===== src/logic/tec_pkg.sv =====
`default_nettype none
package tec_pkg;
	localparam int unsigned SYS_CLK_HZ     = 20000000;
	localparam logic [7:0]  COUNT_RESET    = 8'h00;
	localparam logic [7:0]  COUNT_MAX      = 8'hFF;
	localparam logic [7:0]  PRESC_RESET    = 8'h00;
	localparam logic [1:0]  TAP4_MASK_ONES = 2'h3;
	localparam logic [4:0]  TAP32_ONES     = 5'h1F;
	localparam logic [7:0]  TAP256_ONES    = 8'hFF;
	localparam logic [3:0]  MODE_PORT_SEL  = 4'hF;
	localparam int unsigned SEL_UPPER_POS  = 2;
	localparam int unsigned SEL_LOWER_POS  = 1;
	localparam int unsigned SEL_SPARE_POS  = 0;
	localparam int unsigned SYNC_STAGES    = 3;
	typedef enum logic [1:0] {
		TEC_SRC_DIV256 = 2'b00,
		TEC_SRC_EVENT  = 2'b01,
		TEC_SRC_DIV32  = 2'b10,
		TEC_SRC_DIV4   = 2'b11
	} tec_src_t;
	localparam tec_src_t    SRC_RESET      = TEC_SRC_DIV256;
endpackage
`default_nettype wire


===== src/logic/tec_timer.sv =====
`timescale 1ns/1ns
`default_nettype none
module tec_timer (
	input  wire logic                sys_clk,
	input  wire logic                rstn,
	input  wire logic                timer_start,
	input  wire logic                read_count,
	output logic [7:0]               count_value,
	input  wire logic                skip_test,
	output logic                     skip_hit,
	input  wire logic                port_out_strobe,
	input  wire logic [3:0]          port_sel,
	input  wire logic [3:0]          port_data,
	input  wire logic                event_input,
	input  wire logic                other_request_flag,
	input  wire logic                halt_request,
	input  wire logic                stop_request,
	output logic                     halt_active,
	output logic                     stop_active,
	output logic                     overflow_signal,
	output logic                     overflow_request_flag,
	output tec_pkg::tec_src_t        source_select
);
	import tec_pkg::*;

	typedef struct packed {
		logic [7:0] presc;
		logic [7:0] cnt;
		tec_src_t   mode;
		logic       ev_s1;
		logic       ev_s2;
		logic       ev_s3;
		logic       ev_lvl;
		logic       pend;
		logic       ovf_flag;
		logic       ovf_pulse;
		logic [7:0] rd_data;
		logic       skip_hit;
		logic       halt;
		logic       stop;
	} tec_state_t;

	tec_state_t q;
	tec_state_t d;
	logic       rst_meta_q;
	logic       rst_sync_n_q;
	logic       tap4;
	logic       tap32;
	logic       tap256;
	logic       ev_rise;
	logic       cp;
	logic       inc;
	logic       ovf_set;
	logic       any_flag;
	logic       mode_wr;

	// reset enters asynchronously, leaves through two flops
	always_ff @(posedge sys_clk or negedge rstn) begin
		if (!rstn) begin
			rst_meta_q   <= 1'b0;
			rst_sync_n_q <= 1'b0;
		end else begin
			rst_meta_q   <= 1'b1;
			rst_sync_n_q <= rst_meta_q;
		end
	end

	function automatic logic src_pulse(input tec_src_t m, input logic t4, input logic t32,
		input logic t256, input logic ev);
		unique case (m)
			TEC_SRC_DIV4:   src_pulse = t4;
			TEC_SRC_DIV32:  src_pulse = t32;
			TEC_SRC_DIV256: src_pulse = t256;
			TEC_SRC_EVENT:  src_pulse = ev;
		endcase
	endfunction

	always_comb begin
		// one free-running chain: /4 tap, then /8 stages give /32 and /256
		tap4     = (q.presc[1:0] == TAP4_MASK_ONES);
		tap32    = (q.presc[4:0] == TAP32_ONES);
		tap256   = (q.presc == TAP256_ONES);
		// stage two and three must agree before a level change counts
		ev_rise  = q.ev_s2 && q.ev_s3 && !q.ev_lvl;
		cp       = src_pulse(q.mode, tap4, tap32, tap256, ev_rise);
		inc      = (cp || q.pend) && !read_count && !timer_start;
		ovf_set  = inc && (q.cnt == COUNT_MAX);
		any_flag = q.ovf_flag || other_request_flag;
		mode_wr  = port_out_strobe && (port_sel == MODE_PORT_SEL);

		d           = q;
		d.presc     = q.presc + 8'h01;
		d.ev_s1     = event_input;
		d.ev_s2     = q.ev_s1;
		d.ev_s3     = q.ev_s2;
		if (q.ev_s2 == q.ev_s3) begin
			d.ev_lvl = q.ev_s3;
		end
		d.ovf_pulse = ovf_set;
		if (timer_start) begin
			d.cnt  = COUNT_RESET;
			d.pend = 1'b0;
		end else if (read_count) begin
			// a pulse landing mid-read is kept and applied after it
			d.pend = q.pend || cp;
		end else if (inc) begin
			d.cnt  = q.cnt + 8'h01;
			d.pend = 1'b0;
		end
		if (read_count) begin
			d.rd_data = q.cnt;
		end
		if (skip_test) begin
			d.skip_hit = q.ovf_flag;
		end
		// a new overflow in the clearing cycle is never lost
		d.ovf_flag = ovf_set || (q.ovf_flag && !skip_test && !timer_start);
		if (mode_wr) begin
			// spare bit is expected zero from the writer and is not stored
			d.mode = tec_src_t'({port_data[SEL_UPPER_POS], port_data[SEL_LOWER_POS]});
		end
		if (any_flag) begin
			d.halt = 1'b0;
		end else if (halt_request) begin
			d.halt = 1'b1;
		end
		if (stop_request && !any_flag) begin
			d.stop = 1'b1;
		end
	end

	always_ff @(posedge sys_clk or negedge rst_sync_n_q) begin
		if (!rst_sync_n_q) begin
			q.presc     <= PRESC_RESET;
			q.cnt       <= COUNT_RESET;
			q.mode      <= SRC_RESET;
			q.ev_s1     <= 1'b0;
			q.ev_s2     <= 1'b0;
			q.ev_s3     <= 1'b0;
			q.ev_lvl    <= 1'b0;
			q.pend      <= 1'b0;
			q.ovf_flag  <= 1'b0;
			q.ovf_pulse <= 1'b0;
			q.rd_data   <= COUNT_RESET;
			q.skip_hit  <= 1'b0;
			q.halt      <= 1'b0;
			q.stop      <= 1'b0;
		end else begin
			q <= d;
		end
	end

	assign count_value           = q.rd_data;
	assign skip_hit              = q.skip_hit;
	assign overflow_signal       = q.ovf_pulse;
	assign overflow_request_flag = q.ovf_flag;
	assign halt_active           = q.halt;
	assign stop_active           = q.stop;
	assign source_select         = q.mode;
endmodule
`default_nettype wire


===== config.mk =====
export PLATFORM = sky130hd
export DESIGN_NAME = tec_timer
export DESIGN_NICKNAME = d
export VERILOG_FILES = /design/src/logic/tec_pkg.sv /design/src/logic/tec_timer.sv
export SDC_FILE = /design/constraint.sdc
export NUM_CORES = 1
export LEC_CHECK = 0
export ABC_AREA = 1
export BUFFER_PORTS_ARGS = -buffer_cell sky130_fd_sc_hd__buf_2
export CAP_MARGIN = 10
export CORE_MARGIN = 2
export CORE_UTILIZATION = 50
export CTS_CLUSTER_SIZE = 20
export DETAILED_ROUTE_END_ITERATION = 8
export PLACE_DENSITY = 0.72
export SETUP_SLACK_MARGIN = 0.1
export SKIP_CTS_REPAIR_TIMING = 1
export SYNTH_ARGS = -nofsm -noshare
export SYNTH_HDL_FRONTEND = slang
export SYNTH_SLANG_ARGS = --single-unit

===== constraint.sdc =====
create_clock -name sys_clk -period 2.81 [get_ports sys_clk]
set_clock_uncertainty 0.15 [all_clocks]
set_input_delay 0.1405 -clock sys_clk [delete_from_list [all_inputs] [get_ports sys_clk]]
set_output_delay 0.1405 -clock sys_clk [all_outputs]
set_load 0.1 [all_outputs]

## Yosys cells after proc, flatten, opt, wreduce, memory -nomap -nowiden

Index checks and enable logic that the tools add are counted.

| storage, ports and cells | value |
|---|---|
| input port bits | 18 |
| logic and storage cells | 59 |
| output and inout bits | 15 |
| bits in registers | 38 |

| operators by class | value |
|---|---|
| reduce and logical (&&, ||, !) cells | 22 |
| multiplexer cells | 9 |
| eq/ne operators | 10 |
| add/sub/neg operators | 2 |

Operators by type and width:

| kind | count |
|---|---|
| 8-bit 2-to-1 mux | 3 |
| 8-bit by 1-bit adder with 8-bit output (second input constant) | 2 |
| 8-bit equality test (second input constant) | 2 |
| 1-bit logical AND | 9 |
| 2-bit equality test (second input constant) | 3 |
| 5-bit equality test (second input constant) | 1 |
| 1-bit logical NOT | 5 |
| 1-bit 2-to-1 mux | 5 |
| 4-bit equality test (second input constant) | 1 |
| 1-bit case mux with 4 select lines | 1 |
| 2-bit nonzero test | 2 |
| 1-bit logical OR | 3 |
| 3-bit nonzero test | 1 |
| 2-bit by 1-bit equality test with 1-bit output (second input constant) | 1 |
| 2-bit logical NOT | 1 |
| 2-bit inequality test (second input constant) | 1 |
| 2-bit AND reduction | 1 |
| 1-bit equality test | 1 |

## Depth between registers and ports, before layout

Gate-level depths: netlist (run 1).

| logic depth | value |
|---|---|
| depth after elaboration | 9 |
| gate-level depth with buffers | 13 |
| gate-level depth less buffers | 13 |

## Worst setup path before layout (run 1)

No wires, ideal clock.

| path | value |
|---|---|
| path kind | reg2reg |
| start | register q[28] (netlist name) |
| end | register q, in the netlist overflow_request_flag |
| path slack | 1.035 ns |
| clock period less this slack | 1.775 ns |
| data arrival time | 1.505 ns |
| setup time | 0.120 ns |
| required time | 2.540 ns |
| stages on the path, launching flop included | 14 |
| path buffers | 1 |
| cell sequence | dfrtp_1 -> ha_1 -> nand3_2 -> inv_1 -> ha_1 -> nor2_1 -> nor2_1 -> nor2_1 -> nand2_1 -> nand2_1 -> nand2_2 -> buf_6 -> nand4_2 -> nand2_1 |

RTL lines:

| element | line | text |
|---|---|---|
| from (decl) | tec_timer.sv:43 | `tec_state_t q;` |

## Worst setup path after layout (run 1)

| path | value |
|---|---|
| start | register q[28] (netlist name) |
| end | register q[26] (netlist name) |

| on the way | value |
|---|---|
| longest elaborated chain between the ends | 7 |
| elaborated cells on any way between the ends | 9 |
| those cells by class | eq/ne (3); mux (1); reduce/logical (5) |

RTL lines:

| element | line | text |
|---|---|---|
| 8-bit equality test (tied with other cells) | tec_timer.sv:82 | `tap256 = (q.presc == TAP256_ONES);` |
| 1-bit case mux with 4 select lines * | tec_timer.sv:70 | `unique case (m)` |
| 1-bit logical OR * | tec_timer.sv:86 | `inc = (cp \|\| q.pend) && !read_count && !timer_start;` |
| 1-bit logical AND * (2 in series) | tec_timer.sv:86 |  |
| 2-bit nonzero test (no source line) * | -- |  |
| 2-bit AND reduction (no source line) * | -- |  |

Every way passes the cells marked *; elsewhere a longest branch is shown, timed or not.
A chain may end at the register's enable or synchronous reset.

==> results of run 1 <==
flip-flops by register name (all words and copies together) (netlist names):
signal and count:
rst_sync_n_q 1, rst_meta_q 1, q 19, halt_active 1
d 2, source_select 2, skip_hit 1, overflow_request_flag 1
overflow_signal 1, count_value 8, stop_active 1
through the flow:
stage	cells	util (%)	setup slack [ns]
after global routing	273	62.1	0.517
after CTS	259	57.9	0.726
after detailed placement	251	56.0	0.776
final	273	62.1	0.731
after global placement	251	56.0	0.772
after floorplan	187	-	1.04
kinds of logic (layout without fill, tap and decap cells):
logic type | count (synthesis) | count (layout) | share of synthesized area, %
AO/OA/AOI/OAI | 8 | 8 | 2.58
XOR/XNOR | 7 | 7 | 3.51
adder cells (fa/ha/maj) | 4 | 4 | 2.87
buffers and inverters | 31 | 71 | 9.39
flip-flops | 38 | 38 | 54.5
multiplexers | 2 | 2 | 1.29
other | 1 | 1 | 0.215
AND/OR/NAND/NOR | 96 | 96 | 25.7
cell usage after synthesis (all sizes together):
library cell   n  area (um^2)
nand2         48          185
dfrtp         38          951
nor2          21         83.8
inv           16         60.1
buf           14          100
nand3         14         75.1
nand4          9         62.6
xor2           5         43.8
ha             4         50.1
a21oi          3         15.0
o21ai          3         15.0
mux2           2         22.5
xnor2          2         17.5
a21o           1         7.51
and3           1         7.51
clkinv         1         3.75
conb           1         3.75
nand3b         1         7.51
nor3           1         5.00
nor4           1         21.3
o21a           1         7.51
critical path, stage by stage (launching register included):
cell     delay, ns
dfrtp_1       0.43
ha_1          0.26
nand3_2       0.10
inv_1         0.05
ha_1          0.17
nor2_1        0.08
nor2_1        0.04
nor2_1        0.07
nand2_1       0.05
nand2_1       0.07
nand2_2       0.16
nand2_2       0.20
nand3_1       0.10
nand2_1       0.08
routing by layer:
| metal | wire length [um] | GRT usage, % | part of all wire, % | up-vias |
|---|---|---|---|---|
| li1 | - | - | - | 664 |
| met1 | 1290 | 20.6 | 44 | 606 |
| met2 | 1440 | 25.8 | 50 | 31 |
| met3 | 163 | 5.54 | 5.6 | 2 |
| met4 | 12 | 4.17 | 0.41 | 0 |
| met5 | 0 | 0 | 0 | - |
final timing paths:
path                                   start     to  slack, ns  cells after the start
min in group sys_clk                   d[16]  d[15]       0.21                      0
worst max register to register         q[28]  q[26]       0.73                     13
worst min-delay path            rst_sync_n_q  q[29]       0.19                      0
max in group asynchronous       rst_sync_n_q  q[27]       1.68                      1
worst min register to register  rst_sync_n_q  q[29]       0.19                      0
worst max-delay path                   q[28]  q[26]       0.73                     13
power by group:
group | total, W | internal, W | switching [W]
logic | 0.000209 | 0.0000576 | 0.000152
registers | 0.000589 | 0.000568 | 0.0000201
clock network | 0.000293 | 0.000120 | 0.000173
area by class of cell:
cell class | instances | area, um^2 | area share [%]
timing repair buffer | 46 | 305 | 14.7
sequential | 38 | 951 | 45.9
clock inverter | 2 | 12.5 | 0.604
tap | 46 | 57.6 | 2.78
multi-input combinational | 118 | 631 | 30.4
clock buffer | 6 | 51.3 | 2.48
inverter | 17 | 63.8 | 3.08
==> out/qor.yml, run 1 <==
final_layout:
  final_layout_size_suffix_gt1_share_pct: 22.0
  final_cell_area_um2: 2070
  synthToLayoutAreaGrowth_pct: 18.7
  antenna_cells: 0
  mostFrequentLayoutCell: "nand2_1"
  fill_cells: 293
  nNetsFinal: 248
  mostFrequentLayoutCells: "46 x nand2_1, 38 x dfrtp_1, 30 x buf_2"
power_and_ir_drop:
  p_total_w: 0.00109
  p_per_area_nw_per_um2: 526
  leakage_nw: 1.16
  max-vdd-ir-drop_mv: 0.401
floorplanning:
  dieArea_um2: 3980
  die_y_um: 63.1
  rows: 21
  start_util_pct: 52.3
  fp.coreArea_um2: 3340
  ios: 33
  die_w_um: 63.1
drt:
  routed_wl_um: 2910
  ant_nets: 0
  wl_per_cell_um: 10.7
  drtIter0Drc: 67
  firstDrtPassIters: 5
  drc: 0
  via_per_inst: 4.77
  num_vias: 1303
sta:
  hold_viol: 0
  setup-tns-final_ns: 0
  rsz0062_at_grt: "false"
  slew_viol_final: 0
  slew_headroom_pct: 45.0
  worst_pin_slew_ns: 0.825
  fmax_mhz: 481
  period_share_pct: 74.0
  hold_ws_ns: 0.192
  min_period_ns: 2.08
  setup_viol: 0
global_routing:
  antenna_found_initial: 0
  grt_max_degree: 23
  grt_usage_pct: 16.0
  grt_overflow_total: 0
  grt_pass1_vias: 1218
  grt_pass1_wl_um: 5040
run:
  maxCapViolCount: 0
clocking:
  clock_tree.root_cell: "clkbuf_4"
  cts_buffers: 5
  cts_sinks: 38
  cts_buffer_depth: 2
  htree_levels: 2
  insertion_delay_ns: 0.35
  clkSlewWorstSetupHoldPaths_ns: 0.11
  cts_tree: "built"
synth:
  synthCells: 187
  syn_area_per_cell_um2: 9.33
  yosysUniqueCellTypes: 28
  ys.warnings.count: 0
  syn_nets: 209
  ys_seq_elements: 38
  synth-seq-area-share_pct: 54.5
  syn_area_um2: 1750
setup_path:
  crit_type: "flip-flop to flip-flop"
  crit_path_start_kind: "flip-flop"
  critPathCaptureType: "flip-flop"
  worstPathMaxFanout: 11
  worstPathArrival_ns: 2.21
  required_ns: 2.94
place:
  globalplace.congestion: 0.786
  dpl.hpwl_um: 1950
  place_area_um2: 1870
  port_buffers: 30
outcome:
  status: "complete, no violations"
worst_hold_path:
  hp-class: "flip-flop to async pin"
(Power assumes the default switching activity.)
==> run 2: changes to the inputs <==
- clock period: 2.81 -> 2.2 ns (I/O delays scaled with it)
==> run 2 against run 1 <==
  * Combinational power up 37%
  * Worst setup slack worse by 0.47 ns
  * Routed wire length grew 1.9%
  * First-iteration DRC count is 73% lower
  * Die area did not move
  * Sequential power up 26%
  * Core utilization rose by 0.56 points
==> out/qor.yml, run 2 (synthesis gave the netlist of run 1 again) <==
outcome:
  status: "complete, no violations"
setup_path:
  critPathTopFamily: "simple AND/OR/NAND/NOR gates"
  reg2reg_depth: 13  # unchanged
  crit_chain: "ha_2, nand3_2, inv_1, ha_1, nor2_1, nor2_1, nor2_1, nand2_1, nand2_1, nand2_4, nand2_4, nand3_1, nand2_1"
  rr_startpoint: "q[28]"
  critPathCaptureType: "flip-flop"
  crit_type: "flip-flop to flip-flop"
  worstPathArrival_ns: 2.07  # -0.14 ns
  r2r-end: "q[26]"
  crit_slowest_cell: "dfrtp_1"
  slowest_delay_ns: 0.43  # about the same
  crit_end: "q[26]"
  required_ns: 2.33  # -0.61 ns
  regToRegSetupSlack_ns: 0.26  # -0.47 ns
  crit_path_start: "q[28]"
  crit_path_start_kind: "flip-flop"
  worstPathMaxFanout: 11  # unchanged
  cp_num_cells: 13  # unchanged
  worst-path-buf-inv: 1  # unchanged
clocking:
  cts_sinks: 38  # unchanged
  cts_buffer_depth: 2  # unchanged
  cts_buffers: 5  # unchanged
  insertion_delay_ns: 0.34  # about the same
  cts_tree: "built"
  clock_tree.root_cell: "clkbuf_4"
  htree_levels: 2  # unchanged
  clkSlewWorstSetupHoldPaths_ns: 0.11  # about the same
floorplanning:
  die_w_um: 63.1  # unchanged
  die_y_um: 63.1  # unchanged
  fp.coreArea_um2: 3340  # unchanged
  start_util_pct: 52.3  # unchanged
  rows: 21  # unchanged
  dieArea_um2: 3980  # unchanged
  ios: 33  # unchanged
sta:
  hold_viol: 0  # unchanged
  slew_viol_final: 0  # unchanged
  min_period_ns: 1.94  # -0.138 ns
  setup_viol: 0  # unchanged
  fmax_mhz: 515  # +7.1%
  period_share_pct: 88.2  # +14 points
  hold_ws_ns: 0.146  # -0.0465 ns
  rsz0062_at_grt: "false"
  setup-tns-final_ns: 0  # unchanged
final_layout:
  final_layout_size_suffix_gt1_share_pct: 21.9  # -0.097 points
  synthToLayoutAreaGrowth_pct: 19.8
  antenna_cells: 0  # unchanged
  top_register: "q"
  mostFrequentLayoutCells: "46 x nand2_1, 38 x dfrtp_1, 30 x buf_2"
  largest_register_ffs: 19  # unchanged
  mostFrequentLayoutCell: "nand2_1"
  nNetsFinal: 249  # +0.40%
place:
  globalplace.congestion: 0.791  # +0.62%
  port_buffers: 30  # unchanged
  dpl.hpwl_um: 1930  # -1.3%
global_routing:
  grt_overflow_total: 0  # unchanged
  antenna_found_initial: 0  # unchanged
  grt_max_degree: 31  # +35%
  grt_usage_pct: 15.7  # -0.26 points
  grt_pass1_wl_um: 4860  # -3.7%
  grt_pass1_vias: 1148  # -5.7%
drt:
  drc: 0  # unchanged
  drtIter0Drc: 18  # -73%
  ant_nets: 0  # unchanged
  via_per_inst: 4.66  # -2.4%
  num_vias: 1277  # -2.0%
  routed_wl_um: 2970  # +1.9%
  firstDrtPassIters: 5  # unchanged
  wl_per_cell_um: 10.8  # +1.5%
run:
  maxCapViolCount: 0  # unchanged
worst_hold_path:
  hp-class: "flip-flop to async pin"
power_and_ir_drop:
  p_total_w: 0.00140  # +29%
  max-vdd-ir-drop_mv: 0.391  # -2.6%
  leakage_nw: 1.17  # +0.66%
  p_per_area_nw_per_um2: 671  # +27%
run 2: cell count changes in the layout (fill, tap and decap cells not counted), sizes merged:
| cell | delta |
|---|---|
| dlygate4sd3 | +1 |
| clkbuf | +1 |
| clkinvlp | -1 |
run 2: power breakdown:
part | switching [W] | leakage, nW | total, W | internal (W)
registers | 0.0000185 | 0.492 | 0.000745 | 0.000726
logic | 0.000208 | 0.639 | 0.000286 | 0.0000780
clock network | 0.000216 | 0.0353 | 0.000371 | 0.000155
total | 0.000443 | 1.17 | 0.00140 | 0.000959
run 2: routing by layer:
layer	track usage, %	wire length, um	up-vias
met1	20.4	1390	574
li1	-	-	664
met4	5.83	47	0
met2	24.7	1370	33
met3	5.00	160	6
met5	0	0	-
run 2: layout make-up:
type / instances / area (um^2)
clock inverter: 1 / 5.00
sequential: 38 / 951
tap: 46 / 57.6
multi-input combinational: 118 / 643
inverter: 17 / 63.8
timing repair buffer: 47 / 315
fill: 299 / 1250
clock buffer: 7 / 55.1
run 2: worst min-delay path by stage:
stage | to | depth (start not counted)
3_3_place_gp | rst_meta_q | 1
6_report | q[28] | 1
5_1_grt | halt_active | 1
4_1_cts | rst_meta_q | 1
2_1_floorplan | rst_meta_q | 0
3_5_place_dp | rst_sync_n_q | 1
run 2: stage by stage:
step | util [%] | worst slack [ns] | std cells | area, um^2
finish | 62.7 | 0.259 | 274 | 2090
global route | 62.7 | 0.0973 | 274 | 2090
CTS | 57.8 | 0.137 | 259 | 1930
detailed placement | 56.0 | 0.172 | 251 | 1870
global placement | 56.0 | 0.162 | 251 | 1870
floorplan | - | 0.425 | 187 | 1750
